==> src/core/irq_ctrl_pkg.sv <==
// Purpose: Constants shared by the two-level interrupt controller
// Assumes: Byte-wide special-function register port, one core clock
// Notes:   Source indices follow the fixed polling order, 0 first
//
// Overview of operation
// Gate bit 7 blocks all maskable requests
// Main enable bits 6..0 enable seven sources
// Priority bits 6..0 pick level; bit 7 reserved
// Secondary bits 2..0 enable interval, supply, serial
// Secondary bits 6..4 pick those sources' level
// Software always writes secondary bit 3 as 0
// High request preempts a low-level service routine
// Both levels pending: high level served first
// Same level never nests into an active routine
// Same level ties resolved by fixed polling order
// Accepted request: core pushes PC, loads vector
// Each source has its own fixed vector address
// Watchdog interrupt mode: timeout interrupts, no reset
// Watchdog always high level, ignores gate bit
// Watchdog interrupts only with nonzero timeout setting
// Reset: secondary A0h, main enable, priority zero
// Shared-vector flags are ORed into one request
// Return from interrupt clears the active level

package irq_ctrl_pkg;

  // ----------------------------------------------------------------
  // Register map and reset values
  // ----------------------------------------------------------------
  localparam logic [7:0] ADDR_EN_MAIN = 8'hA8;
  localparam logic [7:0] ADDR_EN_PRIO2 = 8'hA9;
  localparam logic [7:0] ADDR_PRIO_MAIN = 8'hB8;
  localparam logic [7:0] RST_EN_MAIN = 8'h00;
  localparam logic [7:0] RST_PRIO_MAIN = 8'h00;
  localparam logic [7:0] RST_EN_PRIO2 = 8'hA0;

  // ----------------------------------------------------------------
  // Field positions, main enable and main priority share them
  // ----------------------------------------------------------------
  localparam int BIT_GATE = 7;
  localparam int BIT_CONV = 6;
  localparam int BIT_T2 = 5;
  localparam int BIT_UART = 4;
  localparam int BIT_T1 = 3;
  localparam int BIT_EXT1 = 2;
  localparam int BIT_T0 = 1;
  localparam int BIT_EXT0 = 0;
  localparam int BIT_RSVD = 7;
  // Secondary register fields
  localparam int BIT2_TIC_PR = 6;
  localparam int BIT2_SUP_PR = 5;
  localparam int BIT2_SER_PR = 4;
  localparam int BIT2_TIC_EN = 2;
  localparam int BIT2_SUP_EN = 1;
  localparam int BIT2_SER_EN = 0;

  // ----------------------------------------------------------------
  // Sources in polling order and their vectors
  // ----------------------------------------------------------------
  localparam int NSRC = 11;
  localparam int SRC_SUP = 0;
  localparam int SRC_WDT = 1;
  localparam int SRC_EXT0 = 2;
  localparam int SRC_CONV = 3;
  localparam int SRC_T0 = 4;
  localparam int SRC_EXT1 = 5;
  localparam int SRC_T1 = 6;
  localparam int SRC_SER = 7;
  localparam int SRC_UART = 8;
  localparam int SRC_T2 = 9;
  localparam int SRC_TIC = 10;
  localparam logic [15:0] VEC_EXT0 = 16'h0003;
  localparam logic [15:0] VEC_T0 = 16'h000B;
  localparam logic [15:0] VEC_EXT1 = 16'h0013;
  localparam logic [15:0] VEC_T1 = 16'h001B;
  localparam logic [15:0] VEC_UART = 16'h0023;
  localparam logic [15:0] VEC_T2 = 16'h002B;
  localparam logic [15:0] VEC_CONV = 16'h0033;
  localparam logic [15:0] VEC_SER = 16'h003B;
  localparam logic [15:0] VEC_SUP = 16'h0043;
  localparam logic [15:0] VEC_TIC = 16'h0053;
  localparam logic [15:0] VEC_WDT = 16'h005B;

  // Arbiter states
  typedef enum logic {ST_IDLE, ST_REQ} arb_state_e;

endpackage

==> src/core/irq_poll.sv <==
// Purpose: Fixed-order picker for one priority level
// Assumes: Request bit 0 is the highest in polling order
// Notes:   Purely combinational
`timescale 1ns/1ps
`default_nettype none

module irq_poll
(
  input wire logic [irq_ctrl_pkg::NSRC-1:0] i_req,
  output logic o_found,
  output logic [3:0] o_idx
);

  // ----------------------------------------------------------------
  // Scan from highest to lowest so bit 0 wins
  // ----------------------------------------------------------------
  always_comb
  begin
    o_found = 1'b0;
    o_idx = 4'h0;
    for (int i = irq_ctrl_pkg::NSRC - 1; i >= 0; i--)
    begin
      if (i_req[i])
      begin
        // Earlier position overrides later, see
        o_found = 1'b1;
        o_idx = 4'(i);
      end
    end
  end

endmodule
`default_nettype wire

==> src/core/irq_ctrl.sv <==
// Purpose: Two-level prioritised interrupt controller
// Assumes: Peripheral flags and core strobes are on i_ref_clk
// Notes:   Registers are byte-wide at their special-function addresses
`timescale 1ns/1ps
`default_nettype none

module irq_ctrl
(
  input wire logic i_ref_clk,
  input wire logic i_nrst,
  // Special-function register port
  input wire logic [7:0] i_sfr_addr,
  input wire logic i_sfr_wr,
  input wire logic i_sfr_rd,
  input wire logic [7:0] i_sfr_wdata,
  output logic [7:0] o_sfr_rdata,
  output logic o_sfr_hit,
  // Peripheral request flags
  input wire logic i_supply_mon_irq_flag,
  input wire logic i_watchdog_timeout_flag,
  input wire logic i_ext_irq0_flag,
  input wire logic i_primary_conv_ready,
  input wire logic i_aux_conv_ready,
  input wire logic i_timer0_overflow_flag,
  input wire logic i_ext_irq1_flag,
  input wire logic i_timer1_overflow_flag,
  input wire logic i_twowire_irq_flag,
  input wire logic i_serial_periph_irq_flag,
  input wire logic i_uart_rx_done_flag,
  input wire logic i_uart_tx_done_flag,
  input wire logic i_timer2_overflow_flag,
  input wire logic i_timer2_capture_flag,
  input wire logic i_interval_counter_irq_flag,
  // Watchdog configuration
  input wire logic i_watchdog_irq_mode,
  input wire logic [3:0] i_wdt_timeout_sel,
  // Core handshake
  input wire logic i_irq_ack,
  input wire logic i_reti,
  output logic o_irq_req,
  output logic [15:0] o_irq_vector,
  output logic o_irq_high,
  output logic o_active_high,
  output logic o_active_low,
  output logic o_wdt_reset
);

  // ----------------------------------------------------------------
  // Reset release synchroniser
  // ----------------------------------------------------------------
  logic [1:0] rst_sync_q; // Two-stage release chain
  logic rst_n; // Synchronised active-low reset

  // Deassert through two flops
  always_ff @(posedge i_ref_clk or negedge i_nrst)
  begin
    if (!i_nrst)
      rst_sync_q <= 2'b00;
    else
      rst_sync_q <= {rst_sync_q[0], 1'b1};
  end

  assign rst_n = rst_sync_q[1];

  // ----------------------------------------------------------------
  // Register file
  // ----------------------------------------------------------------
  logic [7:0] en_main_q; // Main enable
  logic [7:0] prio_main_q; // Main priority
  logic [7:0] en_prio2_q; // Secondary enable and priority
  logic [7:0] prio_main_d; // Priority with reserved bit cleared
  logic wr_en_main; // Write strobe, main enable
  logic wr_prio_main; // Write strobe, main priority
  logic wr_en_prio2; // Write strobe, secondary
  logic rd_hit; // Read address is mapped
  logic [7:0] rd_mux; // Selected read data
  logic [7:0] sfr_rdata_q; // Registered read data
  logic sfr_hit_q; // Registered address hit

  // Address decode
  assign wr_en_main = i_sfr_wr && (i_sfr_addr == irq_ctrl_pkg::ADDR_EN_MAIN);
  assign wr_prio_main = i_sfr_wr && (i_sfr_addr == irq_ctrl_pkg::ADDR_PRIO_MAIN);
  assign wr_en_prio2 = i_sfr_wr && (i_sfr_addr == irq_ctrl_pkg::ADDR_EN_PRIO2);
  assign rd_hit = (i_sfr_addr == irq_ctrl_pkg::ADDR_EN_MAIN) ||
                  (i_sfr_addr == irq_ctrl_pkg::ADDR_PRIO_MAIN) ||
                  (i_sfr_addr == irq_ctrl_pkg::ADDR_EN_PRIO2);

  // Reserved priority bit always stored as zero, see
  always_comb
  begin
    prio_main_d = i_sfr_wdata;
    prio_main_d[irq_ctrl_pkg::BIT_RSVD] = 1'b0;
  end

  // Read selection, unmapped reads as zero
  assign rd_mux = (i_sfr_addr == irq_ctrl_pkg::ADDR_EN_MAIN) ? en_main_q :
                  (i_sfr_addr == irq_ctrl_pkg::ADDR_PRIO_MAIN) ? prio_main_q :
                  (i_sfr_addr == irq_ctrl_pkg::ADDR_EN_PRIO2) ? en_prio2_q : 8'h00;

  // Enable and priority storage, see
  always_ff @(posedge i_ref_clk or negedge rst_n)
  begin
    if (!rst_n)
    begin
      en_main_q <= irq_ctrl_pkg::RST_EN_MAIN;
      prio_main_q <= irq_ctrl_pkg::RST_PRIO_MAIN;
      en_prio2_q <= irq_ctrl_pkg::RST_EN_PRIO2;
    end
    else
    begin
      // Whole-byte writes only
      if (wr_en_main)
        en_main_q <= i_sfr_wdata;
      if (wr_prio_main)
        prio_main_q <= prio_main_d;
      // Bit 3 kept as written; software keeps it zero, see
      if (wr_en_prio2)
        en_prio2_q <= i_sfr_wdata;
    end
  end

  // Read port, one cycle after the strobe
  always_ff @(posedge i_ref_clk or negedge rst_n)
  begin
    if (!rst_n)
    begin
      sfr_rdata_q <= 8'h00;
      sfr_hit_q <= 1'b0;
    end
    else
    begin
      sfr_rdata_q <= i_sfr_rd ? rd_mux : 8'h00;
      sfr_hit_q <= i_sfr_rd && rd_hit;
    end
  end

  assign o_sfr_rdata = sfr_rdata_q;
  assign o_sfr_hit = sfr_hit_q;

  // ----------------------------------------------------------------
  // Source requests, enables and levels
  // ----------------------------------------------------------------
  logic [irq_ctrl_pkg::NSRC-1:0] req; // Raw requests, polling order
  logic [irq_ctrl_pkg::NSRC-1:0] en; // Per-source enables
  logic [irq_ctrl_pkg::NSRC-1:0] hi; // Level select, 1 is high
  logic [irq_ctrl_pkg::NSRC-1:0] cand; // Requests passing all gates
  logic [irq_ctrl_pkg::NSRC-1:0] hi_cand; // High-level candidates
  logic [irq_ctrl_pkg::NSRC-1:0] lo_cand; // Low-level candidates
  logic gate; // Global gate bit
  logic wdt_req; // Watchdog interrupt request

  // Watchdog request needs mode and nonzero timeout, see
  assign wdt_req = i_watchdog_timeout_flag && i_watchdog_irq_mode &&
                   (i_wdt_timeout_sel != 4'h0);

  // Shared-vector flags ORed together, see
  assign req[irq_ctrl_pkg::SRC_SUP] = i_supply_mon_irq_flag;
  assign req[irq_ctrl_pkg::SRC_WDT] = wdt_req;
  assign req[irq_ctrl_pkg::SRC_EXT0] = i_ext_irq0_flag;
  assign req[irq_ctrl_pkg::SRC_CONV] = i_primary_conv_ready | i_aux_conv_ready;
  assign req[irq_ctrl_pkg::SRC_T0] = i_timer0_overflow_flag;
  assign req[irq_ctrl_pkg::SRC_EXT1] = i_ext_irq1_flag;
  assign req[irq_ctrl_pkg::SRC_T1] = i_timer1_overflow_flag;
  assign req[irq_ctrl_pkg::SRC_SER] = i_twowire_irq_flag | i_serial_periph_irq_flag;
  assign req[irq_ctrl_pkg::SRC_UART] = i_uart_rx_done_flag | i_uart_tx_done_flag;
  assign req[irq_ctrl_pkg::SRC_T2] = i_timer2_overflow_flag | i_timer2_capture_flag;
  assign req[irq_ctrl_pkg::SRC_TIC] = i_interval_counter_irq_flag;

  // Per-source enables, see
  assign en[irq_ctrl_pkg::SRC_SUP] = en_prio2_q[irq_ctrl_pkg::BIT2_SUP_EN];
  assign en[irq_ctrl_pkg::SRC_WDT] = 1'b1;
  assign en[irq_ctrl_pkg::SRC_EXT0] = en_main_q[irq_ctrl_pkg::BIT_EXT0];
  assign en[irq_ctrl_pkg::SRC_CONV] = en_main_q[irq_ctrl_pkg::BIT_CONV];
  assign en[irq_ctrl_pkg::SRC_T0] = en_main_q[irq_ctrl_pkg::BIT_T0];
  assign en[irq_ctrl_pkg::SRC_EXT1] = en_main_q[irq_ctrl_pkg::BIT_EXT1];
  assign en[irq_ctrl_pkg::SRC_T1] = en_main_q[irq_ctrl_pkg::BIT_T1];
  assign en[irq_ctrl_pkg::SRC_SER] = en_prio2_q[irq_ctrl_pkg::BIT2_SER_EN];
  assign en[irq_ctrl_pkg::SRC_UART] = en_main_q[irq_ctrl_pkg::BIT_UART];
  assign en[irq_ctrl_pkg::SRC_T2] = en_main_q[irq_ctrl_pkg::BIT_T2];
  assign en[irq_ctrl_pkg::SRC_TIC] = en_prio2_q[irq_ctrl_pkg::BIT2_TIC_EN];

  // Level select; watchdog fixed high, see
  assign hi[irq_ctrl_pkg::SRC_SUP] = en_prio2_q[irq_ctrl_pkg::BIT2_SUP_PR];
  assign hi[irq_ctrl_pkg::SRC_WDT] = 1'b1;
  assign hi[irq_ctrl_pkg::SRC_EXT0] = prio_main_q[irq_ctrl_pkg::BIT_EXT0];
  assign hi[irq_ctrl_pkg::SRC_CONV] = prio_main_q[irq_ctrl_pkg::BIT_CONV];
  assign hi[irq_ctrl_pkg::SRC_T0] = prio_main_q[irq_ctrl_pkg::BIT_T0];
  assign hi[irq_ctrl_pkg::SRC_EXT1] = prio_main_q[irq_ctrl_pkg::BIT_EXT1];
  assign hi[irq_ctrl_pkg::SRC_T1] = prio_main_q[irq_ctrl_pkg::BIT_T1];
  assign hi[irq_ctrl_pkg::SRC_SER] = en_prio2_q[irq_ctrl_pkg::BIT2_SER_PR];
  assign hi[irq_ctrl_pkg::SRC_UART] = prio_main_q[irq_ctrl_pkg::BIT_UART];
  assign hi[irq_ctrl_pkg::SRC_T2] = prio_main_q[irq_ctrl_pkg::BIT_T2];
  assign hi[irq_ctrl_pkg::SRC_TIC] = en_prio2_q[irq_ctrl_pkg::BIT2_TIC_PR];

  // Global gate masks all but the watchdog, see
  assign gate = en_main_q[irq_ctrl_pkg::BIT_GATE];

  generate
    for (genvar g = 0; g < irq_ctrl_pkg::NSRC; g++)
    begin : g_cand
      if (g == irq_ctrl_pkg::SRC_WDT)
      begin : g_wdt
        assign cand[g] = req[g];
      end
      else
      begin : g_mask
        assign cand[g] = req[g] & en[g] & gate;
      end
    end
  endgenerate

  assign hi_cand = cand & hi;
  assign lo_cand = cand & ~hi;

  // ----------------------------------------------------------------
  // Arbitration
  // ----------------------------------------------------------------
  logic found_hi; // Some high candidate
  logic found_lo; // Some low candidate
  logic [3:0] idx_hi; // First high candidate
  logic [3:0] idx_lo; // First low candidate
  logic take_hi; // High request may be raised
  logic take_lo; // Low request may be raised
  logic [3:0] sel_idx; // Winning source
  logic act_hi_q; // High-level routine active
  logic act_lo_q; // Low-level routine active
  logic act_hi_d;
  logic act_lo_d;
  logic set_hi; // Core accepted a high request
  logic set_lo; // Core accepted a low request
  logic clr_hi; // Return ends high routine
  logic clr_lo; // Return ends low routine
  irq_ctrl_pkg::arb_state_e state_q; // Arbiter state
  logic req_q; // Request to core
  logic [15:0] vec_q; // Vector to core
  logic high_q; // Level of the pending request
  logic wdt_reset_q; // Watchdog reset pulse

  // Vector address per source, see
  function automatic logic [15:0] vec_of(input logic [3:0] idx);
    case (idx)
      4'(irq_ctrl_pkg::SRC_SUP): vec_of = irq_ctrl_pkg::VEC_SUP;
      4'(irq_ctrl_pkg::SRC_WDT): vec_of = irq_ctrl_pkg::VEC_WDT;
      4'(irq_ctrl_pkg::SRC_EXT0): vec_of = irq_ctrl_pkg::VEC_EXT0;
      4'(irq_ctrl_pkg::SRC_CONV): vec_of = irq_ctrl_pkg::VEC_CONV;
      4'(irq_ctrl_pkg::SRC_T0): vec_of = irq_ctrl_pkg::VEC_T0;
      4'(irq_ctrl_pkg::SRC_EXT1): vec_of = irq_ctrl_pkg::VEC_EXT1;
      4'(irq_ctrl_pkg::SRC_T1): vec_of = irq_ctrl_pkg::VEC_T1;
      4'(irq_ctrl_pkg::SRC_SER): vec_of = irq_ctrl_pkg::VEC_SER;
      4'(irq_ctrl_pkg::SRC_UART): vec_of = irq_ctrl_pkg::VEC_UART;
      4'(irq_ctrl_pkg::SRC_T2): vec_of = irq_ctrl_pkg::VEC_T2;
      default: vec_of = irq_ctrl_pkg::VEC_TIC;
    endcase
  endfunction

  // Fixed polling order within each level
  irq_poll u_poll_hi
  (
    .i_req(hi_cand),
    .o_found(found_hi),
    .o_idx(idx_hi)
  );

  irq_poll u_poll_lo
  (
    .i_req(lo_cand),
    .o_found(found_lo),
    .o_idx(idx_lo)
  );

  // High preempts low, never nests in high, see
  assign take_hi = found_hi && !act_hi_q;
  // Low only when no routine runs, see
  assign take_lo = found_lo && !act_hi_q && !act_lo_q;
  // High wins a tie of levels, see
  assign sel_idx = take_hi ? idx_hi : idx_lo;

  // Active-level tracking, set wins over clear, see
  assign set_hi = (state_q == irq_ctrl_pkg::ST_REQ) && i_irq_ack && high_q;
  assign set_lo = (state_q == irq_ctrl_pkg::ST_REQ) && i_irq_ack && !high_q;
  assign clr_hi = i_reti && act_hi_q;
  assign clr_lo = i_reti && !act_hi_q && act_lo_q;
  assign act_hi_d = (act_hi_q && !clr_hi) || set_hi;
  assign act_lo_d = (act_lo_q && !clr_lo) || set_lo;

  // Level flags
  always_ff @(posedge i_ref_clk or negedge rst_n)
  begin
    if (!rst_n)
    begin
      act_hi_q <= 1'b0;
      act_lo_q <= 1'b0;
    end
    else
    begin
      act_hi_q <= act_hi_d;
      act_lo_q <= act_lo_d;
    end
  end

  // Request handshake; vector held until accepted, see
  always_ff @(posedge i_ref_clk or negedge rst_n)
  begin
    if (!rst_n)
    begin
      state_q <= irq_ctrl_pkg::ST_IDLE;
      req_q <= 1'b0;
      vec_q <= 16'h0000;
      high_q <= 1'b0;
    end
    else
    begin
      case (state_q)
        irq_ctrl_pkg::ST_IDLE:
        begin
          // Raise the winner
          if (take_hi || take_lo)
          begin
            state_q <= irq_ctrl_pkg::ST_REQ;
            req_q <= 1'b1;
            vec_q <= vec_of(sel_idx);
            high_q <= take_hi;
          end
        end
        irq_ctrl_pkg::ST_REQ:
        begin
          // Core pushes PC and jumps
          if (i_irq_ack)
          begin
            state_q <= irq_ctrl_pkg::ST_IDLE;
            req_q <= 1'b0;
          end
        end
        default:
        begin
          state_q <= irq_ctrl_pkg::ST_IDLE;
          req_q <= 1'b0;
        end
      endcase
    end
  end

  // Timeout resets only outside interrupt mode, see
  always_ff @(posedge i_ref_clk or negedge rst_n)
  begin
    if (!rst_n)
      wdt_reset_q <= 1'b0;
    else
      wdt_reset_q <= i_watchdog_timeout_flag && !i_watchdog_irq_mode;
  end

  assign o_irq_req = req_q;
  assign o_irq_vector = vec_q;
  assign o_irq_high = high_q;
  assign o_active_high = act_hi_q;
  assign o_active_low = act_lo_q;
  assign o_wdt_reset = wdt_reset_q;

  logic idle; // Arbiter free to raise
  assign idle = (state_q == irq_ctrl_pkg::ST_IDLE);
endmodule
`default_nettype wire

==> config.mk <==
export PLATFORM = sky130hd
export DESIGN_NAME = irq_ctrl
export DESIGN_NICKNAME = d
export VERILOG_FILES = /design/src/core/irq_ctrl_pkg.sv /design/src/core/irq_poll.sv /design/src/core/irq_ctrl.sv
export SDC_FILE = /design/constraint.sdc
export NUM_CORES = 1
export LEC_CHECK = 0
export ABC_AREA = 1
export CORE_ASPECT_RATIO = 0.9
export CORE_MARGIN = 1.5
export CORE_UTILIZATION = 45
export DETAILED_ROUTE_END_ITERATION = 10
export DONT_BUFFER_PORTS = 1
export PLACE_DENSITY = 0.71
export SLEW_MARGIN = 20
export SYNTH_ARGS = -nofsm -noshare
export SYNTH_HDL_FRONTEND = slang
export SYNTH_SLANG_ARGS = --single-unit
==> constraint.sdc <==
create_clock -name i_ref_clk -period 1.8 [get_ports i_ref_clk]
set_input_delay 0.18 -clock i_ref_clk [delete_from_list [all_inputs] [get_ports i_ref_clk]]
set_output_delay 0.18 -clock i_ref_clk [all_outputs]
set_load 0.05 [all_outputs]
### Yosys cells after proc, flatten, opt, wreduce, memory -nomap -nowiden

Memories as Yosys holds them, arrays and structs flattened. A register that Yosys moved wholly into a read port is not among the register bits.
Index checks and enable logic that the tools add are counted.

* output and inout port bits: 30
* memory bits (read-only): 64
* bits in registers: 56
* word-level logic and storage cells: 135
* bits of input ports: 42
* memories kept: 1

Memories
* (name not given): depth 16, bits a word 4, read ports 1, clocked after Yosys merged registers in 1, write ports 0, RTL line irq_ctrl.sv:241 `case (idx)`

* mux-type cells: 55
* equality and inequality tests: 5
* bitwise logic cells: 28
* reduce and logical (&&, ||, !) cells: 33

Operators with widths (number)
* two-way mux 4 bit: 23
* two-way mux 8 bit: 4
* two-way mux 1 bit: 26
* equality test 8 bit, second input constant: 3
* bitwise AND 11 bit: 2
* bitwise AND 1 bit: 20
* logical AND 1 bit: 18
* inverter 11 bit: 1
* zero test 1 bit: 7
* logical OR 1 bit: 5
* OR 1 bit: 4
* case mux 1 bit (2 select lines): 2
* AND reduction 2 bit: 2
* nonzero test 4 bit: 1
* != test 2 x 1 -> 1 bit, second input constant: 1
* != test 2 bit, second input constant: 1
* inverter 1 bit: 1

### Longest topological paths before layout

Gate-level depths: netlist of the first run.

* depth in word-level cells: 20
* gate-level depth with buffers: 17
* mapped depth without buffers: 17

### Hierarchy

From an unflattened synthesis of the first run, not the netlist that was laid out.

* cells, all modules: 359
* area total of the unflattened synthesis: 2653.8 um^2

Modules (own cells, without submodules)
* irq_ctrl: cells each 297, area each 2358.5 um^2, sequential area each 1128.6 um^2, instances 1
* irq_poll: cells each 31, area each 147.6 um^2, sequential area each 0.0 um^2, instances 2

### Worst setup path before layout of the first run

No wires, ideal clock.

* path kind: register to register
* from: reg en_main_q[7]
* to: reg vec_q[0], in the netlist o_irq_vector[0]
* arrival time: 1517 ps
* required time: 1676 ps
* library setup time: 124 ps
* slack: 159 ps
* stages on the path, launching flop included: 12
* buffers on the path: 2
* period minus slack after synthesis: 1641 ps
* path through: dfrtp_1 buf_6 buf_8 nand4_1 nand2_1 nor2_1 nand2_1 nor2_1 o21bai_2 nand2_4 inv_2 or2_1

* cells in the longest elaborated chain, start to end: 17
* elaborated cells between the ends (all ways): 39
* those cells by class: 22 x mux; 12 x bitwise; 5 x reduce/logical

RTL lines
* from (decl): RTL line irq_ctrl.sv:68 `logic [7:0] en_main_q;`
* from (signal assigned): RTL line irq_ctrl.sv:105 `en_main_q <= irq_ctrl_pkg::RST_EN_MAIN;`
* from (signal assigned): RTL line irq_ctrl.sv:113 `en_main_q <= i_sfr_wdata;`
* bitwise AND 1 bit: RTL line irq_ctrl.sv:207 `assign cand[g] = req[g] & en[g] & gate;`
* bitwise AND 11 bit: RTL line irq_ctrl.sv:213 `assign lo_cand = cand & ~hi;`
* two-way mux 1 bit (11 in series): RTL line irq_poll.sv:23 `if (i_req[i])`
* logical AND 1 bit (2 in series): RTL line irq_ctrl.sv:274 `assign take_lo = found_lo && !act_hi_q && !act_lo_q;`
* logical OR 1 bit (*): RTL line irq_ctrl.sv:317 `if (take_hi || take_lo)`
* AND reduction 2 bit (no source line) (*)
* to (signal assigned): RTL line irq_ctrl.sv:321 `vec_q <= vec_of(sel_idx);`
* to (decl): RTL line irq_ctrl.sv:235 `logic [15:0] vec_q;`

Mark *: on every way between the ends. The rest lies on a longest branch, timed or not.
A chain may end at the register's enable or synchronous reset.

### Worst setup path after layout of the first run

* from: reg en_main_q[7]
* to: reg vec_q[6], in the netlist o_irq_vector[6]

* cells in the longest elaborated chain, start to end: 17
* elaborated cells between the ends (all ways): 62
* those cells by class: 45 x mux; 12 x bitwise; 5 x reduce/logical

RTL lines (RTL line)
* bitwise AND 1 bit: irq_ctrl.sv:207
* bitwise AND 11 bit: irq_ctrl.sv:213
* two-way mux 1 bit (11 in series): irq_poll.sv:23
* logical AND 1 bit (2 in series): irq_ctrl.sv:274
* logical OR 1 bit: irq_ctrl.sv:317
* AND reduction 2 bit (no source line)

Several ways; a longest one is shown, not always the timed one.

==> summary.txt, run 1 <==
Layout
  • Area grow syn2layout: 9.94%
  • Number of inserted diodes: 0
  • Fill count: 552
  • Post-layout instance area: 2880 sq um
  • Final Util: 50.9%
  • Share of cells above drive strength 1: 16.1%
  • Final instance count without filler cells: 424
  • # nets final: 395

Synth
  • Synthesized area: 2620 sq um
  • Post-Syn Area per Cell: 7.79 sq um
  • Library cells used by synthesis: 34
  • Sequential-to-total area share from yosys stat: 43.1%
  • Post-synth ARST share: 100%
  • Synth warn: 0
  • Synth Register Bits: 45
  • Synth Instances: 336
  • Post-synth EDFFs: 0
  • Top FF cell, synth: dfrtp_1

Floorplan
  • Die height: 75.4 microns
  • Site Rows: 26
  • Die width: 83.4 microns
  • I/O pins: 72
  • DIE AREA: 6290 sq um
  • Core area: 5660 sq um
  • Initial Utilization: 46.3%

Worst setup path
  • WS Path Type: reg2reg
  • WP data arrival: 2.02 ns
  • Reg-to-reg endpoint: o_irq_vector[6]
  • Peak fanout along the critical path: 19
  • Reg-to-reg slack, setup: 0.01 ns
  • Worst path required time: 2.04 ns
  • Startpoint Class: flop
  • R2r startpoint: en_main_q[7]
  • Crit. End Element: flop
  • R2R cell count: 12

Clock network
  • # H-tree levels: 2
  • TritonCTS Buffers: 5
  • Clock-pin slew on the worst setup and hold paths: 0.08 ns
  • Clock Tree Buf Depth: 2
  • CTS tree: yes
  • Clock latency on the worst-skew pair: 0.30 ns
  • CTS Root Cell: clkbuf_8
  • Clock Sinks: 45

Route
  • DRT iter0 DRCs: 139
  • DR vias/cell: 5.01
  • Routed Antenna Nets: 0
  • DRT Wirelength: 5.77 mm
  • Routed len/inst: 13.6 microns
  • Via count: 2126
  • Drt first pass iters: 4
  • DRC Markers: 0

GRT
  • Largest net degree at the start of global routing: 20
  • Vias in the first global route: 1982
  • Tot GR Track Use: 19.4%
  • First-pass GRT wire length: 9.49 mm
  • Total congestion overflow: 0
  • Antenna violations before repair: 0

Min path
  • Hold WC Path Type: in2reg
  • Number of cells on the worst hold path: 2
  • WHS Endpoint: en_prio2_q[3]
  • Worst Hold Launch: i_sfr_wdata[3]

Timing
  • Slew HR: 64.1%
  • Fin. max-slew vios: 0
  • Worst slew pin tran: 0.538 ns
  • Final Skew: 0.00935 ns
  • Fin crit period: 1.79 ns
  • Final Cycle Share: 99.2%
  • RSZ-0062 raised after global routing: true
  • Final setup viols: 0
  • Final Hold Fails: 0
  • Fmax: 560 MHz

Power
  • VDD IR-drop max: 0.447 mV
  • Leakage power: 0.00154 uW
  • Pwr/cell area: 846 nW/um^2

Status
  • Outcome: completed

Job
  • Max_cap viols: 0

Placed design
  • I/O Buffers: 0
  • Routability cong.: 0.856
  • DP Wirelength: 4.48 mm
  • Placed inst area: 2700 sq um
  • Placed Instances: 408
worst max-delay path by stage:
stage / startpoint / to / slack (ns)
final: en_main_q[7] / o_irq_vector[6] / 0.01
after global routing: en_main_q[7] / o_irq_vector[5] / -0.15
after CTS: en_main_q[7] / o_irq_vector[6] / 0.001
after detailed placement: en_main_q[7] / o_irq_vector[6] / 0.008
after global placement: en_main_q[7] / o_irq_vector[6] / 0.06
after floorplan: en_main_q[7] / o_irq_vector[0] / 0.16
critical path, stage by stage, from the launching register on:
cell	delay, ns
dfrtp_1	0.40
buf_12	0.16
nand2_1	0.07
nand3b_4	0.12
nand2_2	0.07
nor2_4	0.13
nand3_4	0.10
nand2_4	0.10
nand2_2	0.05
nand2_2	0.07
nand3_2	0.09
or2_1	0.23
a21oi_2	0.12
cell families after synthesis:
kind of cell	Yosys count	share of synthesized area, %
AND/OR/NAND/NOR	164	31.7
multiplexers	2	0.860
flip-flops	45	43.1
AO/OA/AOI/OAI	48	10.9
other	2	0.287
buffers and inverters	75	13.1
metal layers:
| layer | part of all wire, % | GRT usage (%) |
|---|---|---|
| met1 | 45 | 25.9 |
| met2 | 46 | 31.3 |
| met3 | 7.6 | 5.42 |
| met4 | 1.7 | 6.19 |
| met5 | 0 | 0 |
cell usage after synthesis, types with 3 or more instances:
cell type,instances,area [sq um]
o221ai_1,3,26.3
nor2_1,29,109
inv_1,55,206
o2bb2ai_1,4,35.0
nand2_4,3,33.8
o21ai_0,33,165
nor3_1,3,15.0
inv_2,4,15.0
nand2_1,82,308
nand2_2,6,37.5
nand3_1,11,55.1
dfrtp_1,43,1080
nand3_2,3,30.0
buf_4,11,82.6
nor2_4,4,45.0
nand4_1,13,81.3
a21oi_1,4,20.0
stage by stage:
step	power (uW)	hold slack, ns	setup TNS [ns]	setup WS (ns)
CTS	2440	0.00216	0	0.00136
floorplan	1750	-0.116	0	0.159
detailed placement	1830	-0.116	0	0.00803
global route	2570	0.00921	-0.661	-0.155
global placement	1820	-0.116	0	0.0635
finish	2430	0.00552	0	0.0149
area by class of cell:
class,instances,area [sq um],share of cell area [%]
multi-input combinational,225,1200,41.9
sequential,45,1130,39.2
inverter,59,221,7.69
timing repair buffer,17,155,5.39
tap,70,87.6,3.04
clock buffer,8,80.1,2.78
registers in the layout (all words and copies together) (netlist names):
| name | flops |
|---|---|
| state_q | 1 |
| o_active_low | 1 |
| o_active_high | 1 |
| o_irq_vector | 5 |
| rst_sync_q | 2 |
| o_irq_req | 1 |
| prio_main_q | 7 |
| o_irq_high | 1 |
| o_sfr_hit | 1 |
| en_main_q | 8 |
| o_wdt_reset | 1 |
| o_sfr_rdata | 8 |
| en_prio2_q | 8 |
where the power goes:
| part | switching, uW | total (uW) | internal (uW) |
|---|---|---|---|
| sequential | 309 | 1420 | 1120 |
| combinational | 275 | 410 | 135 |
| clock | 325 | 601 | 276 |
| total | 909 | 2430 | 1530 |
placed cells by master (no fill, tap or decap):
cell type      synthesis  routed
inv_1                 55      55
nor2_2                 1       4
o221ai_1               3       3
mux2_2                 2       2
conb_1                 2      11
inv_2                  4       4
or2_1                  2       2
a22oi_2                1       1
nand3_1               11      11
nand2_1               82      79
nor2_4                 4       4
dfstp_2                2       2
clkbuf_8               0       5
nand2_2                6       9
nand3_2                3       3
clkbuf_1               2       3
buf_4                 11      10
nor2_1                29      26
o2bb2ai_1              4       4
dfrtp_1               43      42
nor3b_1                1       1
a21oi_2                1       2
buf_12                 0       1
dfrtp_2                0       1
nor3_2                 0       1
nand2_4                3       3
o211ai_1               1       1
o21ai_0               33      33
nand3b_4               2       2
o21bai_2               1       1
nor3_1                 3       2
nand3b_1               2       2
nand4_1               13      13
nand3_4                2       2
a21oi_1                4       3
dlygate4sd3_1          0       6
what timing repair did:
action,4_1_cts,5_1_grt
setup buffers,0,2
endpoints found under the setup margin,1,6
hold buffers,6,0
pin swaps,0,1
gates resized for setup,1,7
endpoints found under the hold margin,6,0
Note: power is estimated with default switching activity, not from simulation.
==> inputs of run 2 (changes only) <==
- ABC_AREA: 1 -> unset
==> summary.txt, run 2 <==
Timing
  • Hold Slack: 0.00833 ns
  • Final Skew: 0.0110 ns
  • Fin crit period: 2.23 ns
  • Setup ws final: -0.431 ns
  • Fin. max-slew vios: 0
  • Final Hold Fails: 0
  • Worst slew pin tran: 0.605 ns
  • Slew HR: 59.6%
  • Fmax: 448 MHz
  • Final setup viols: 8
  • Final Cycle Share: 124%
  • RSZ-0062 raised after global routing: true

Synth
  • Post-Syn Area per Cell: 11.1 sq um
  • Synth warn: 0
  • Library cells used by synthesis: 64
  • Synth Register Bits: 45
  • Biggest area consumer among synthesized cells: dfrtp_1
  • Synth top area share: 43.6%
  • Top FF cell, synth: dfrtp_1
  • Post-synth ARST share: 100%
  • Count leader, synth: dfrtp_1
  • Post-synth EDFFs: 0
  • Synthesized area: 2470 sq um
  • Top post-synthesis cells by count: dfrtp_1, mux2_2, nor2_1
  • Top cells by area, synth: dfrtp_1, mux2_2, buf_4
  • Synth Instances: 222
  • Sequential-to-total area share from yosys stat: 45.8%

Layout
  • Most common cell after layout, fill and taps aside: buf_4
  • Post-layout instance area: 3260 sq um
  • # nets final: 331
  • Most frequent cells in the layout: buf_4, dfrtp_1, mux2_2
  • Number of inserted diodes: 0
  • Area grow syn2layout: 32.3%
  • Share of cells above drive strength 1: 44.5%

Route
  • DRT Wirelength: 6.98 mm
  • Routed len/inst: 19.5 microns
  • DR vias/cell: 5.98
  • DRT iter0 DRCs: 185
  • Routed Antenna Nets: 0
  • Drt first pass iters: 4
  • Via count: 2134
  • DRC Markers: 0

Clock network
  • Clock latency on the worst-skew pair: 0.31 ns
  • Clock Tree Buf Depth: 2
  • CTS Root Cell: clkbuf_8
  • Clock Sinks: 45
  • TritonCTS Buffers: 5
  • # H-tree levels: 2
  • Clock-pin slew on the worst setup and hold paths: 0.09 ns
  • CTS tree: yes

GRT
  • Total congestion overflow: 0
  • Largest net degree at the start of global routing: 25
  • First-pass GRT wire length: 10.2 mm
  • Vias in the first global route: 2039
  • Tot GR Track Use: 23.3%
  • Antenna violations before repair: 0

Status
  • Outcome: complete, but fails checks
  • Failing checks: setup timing

Placed design
  • Placed inst area: 2860 sq um
  • DP Wirelength: 4.65 mm
  • I/O Buffers: 0
  • Routability cong.: 0.884

Floorplan
  • Die height: 73.2 microns
  • I/O pins: 72
  • DIE AREA: 5930 sq um
  • Die width: 81.0 microns
  • Site Rows: 25
  • Core area: 5260 sq um
  • Initial Utilization: 46.9%

Worst setup path
  • Peak fanout along the critical path: 7
  • Reg-to-reg slack, setup: -0.43 ns
  • WP data arrival: 2.44 ns
  • WS Path Type: reg2reg
  • Startpoint Class: flop
  • Crit. End Element: flop
  • Worst path required time: 2.01 ns

Job
  • Max_cap viols: 0

Power
  • Flop pwr share: 52.7%
  • P_sw: 809 uW
  • Pwr/cell area: 759 nW/um^2
  • Combinational power share: 15.0%
  • Switching share of power: 32.7%
  • VDD IR-drop max: 0.405 mV
  • Cell Int Power: 1670 uW
  • Leakage power: 0.00149 uW
  • Clock network power share: 32.3%

Min path
  • Hold WC Path Type: in2reg
==> run 2: what timing repair did <==
item / CTS / global route
setup buffers: 6 / 5
setup endpoints to repair: 8 / 8
endpoints found under the hold margin: 6 / 0
pin swaps: 6 / 16
cloned: 1 / 0
hold buffers: 5 / 0
gates resized for setup: 14 / 18
==> run 2: power by group through the flow <==
stage | registers, uW | clock network [uW] | logic, uW
after floorplan | 1330 | 0 | 220
after global placement | 1310 | 0 | 317
after detailed placement | 1310 | 0 | 324
after CTS | 1300 | 803 | 355
after global routing | 1310 | 848 | 396
final | 1300 | 800 | 372
==> run 2: cells by family (layout without fill, tap and decap cells) <==
group           Yosys count  after routing  share of synthesized area, %
buf+inv                  23             82                          5.99
simple gates             60             60                          15.5
mux                      31             31                          13.7
flops                    45             45                          45.8
other cells               2             11                         0.305
compound gates           60             60                          18.3
xor+xnor                  1              1                         0.355
==> run 2: per-stage QoR <==
step	utilization, %	power [uW]	cells	setup TNS [ns]	setup WS (ns)
2_1_floorplan	-	1550	231	-0.941	-0.319
3_3_place_gp	54.5	1630	332	-2.45	-0.374
3_5_place_dp	54.5	1630	332	-3.17	-0.453
4_1_cts	59.9	2460	352	-2.36	-0.412
5_1_grt	62.1	2560	357	-3.53	-0.515
6_report	62.1	2480	357	-3.03	-0.431
==> run 2: worst max-delay path: stages, from the launching register on <==
cell     delay, ns
dfrtp_2       0.49
buf_6         0.15
and4_1        0.19
and3b_1       0.23
and4_1        0.22
o221a_1       0.24
a32oi_1       0.09
or3_1         0.33
a31o_1        0.18
==> run 2: area by class of cell <==
type | instances | area (sq um)
Inverter | 5 | 18.8
Sequential cell | 45 | 1130
Multi-Input combinational cell | 163 | 1350
Clock buffer | 5 | 68.8
Fill cell | 406 | 1990
Tap cell | 67 | 83.8
Timing Repair Buffer | 69 | 567
Clock inverter | 3 | 46.3
==> run 2: final timing paths <==
path	startpoint	endpoint	cells after the start
max reg2reg	en_main_q[7]	o_irq_vector[3]	8
max in group asynchronous	rst_sync_q[1]	en_prio2_q[7]	1
min reg2reg	rst_sync_q[1]	o_irq_vector[6]	0
max	en_main_q[7]	o_irq_vector[3]	8
min	i_watchdog_timeout_flag	o_wdt_reset	1
min in group asynchronous	i_nrst	rst_sync_q[0]	1
==> run 2: per-layer routing <==
layer | wire, microns | track usage (%)
met1 | 2950 | 30.8
met2 | 3370 | 36.6
met3 | 442 | 5.88
met4 | 216 | 8.81
met5 | 0 | 0
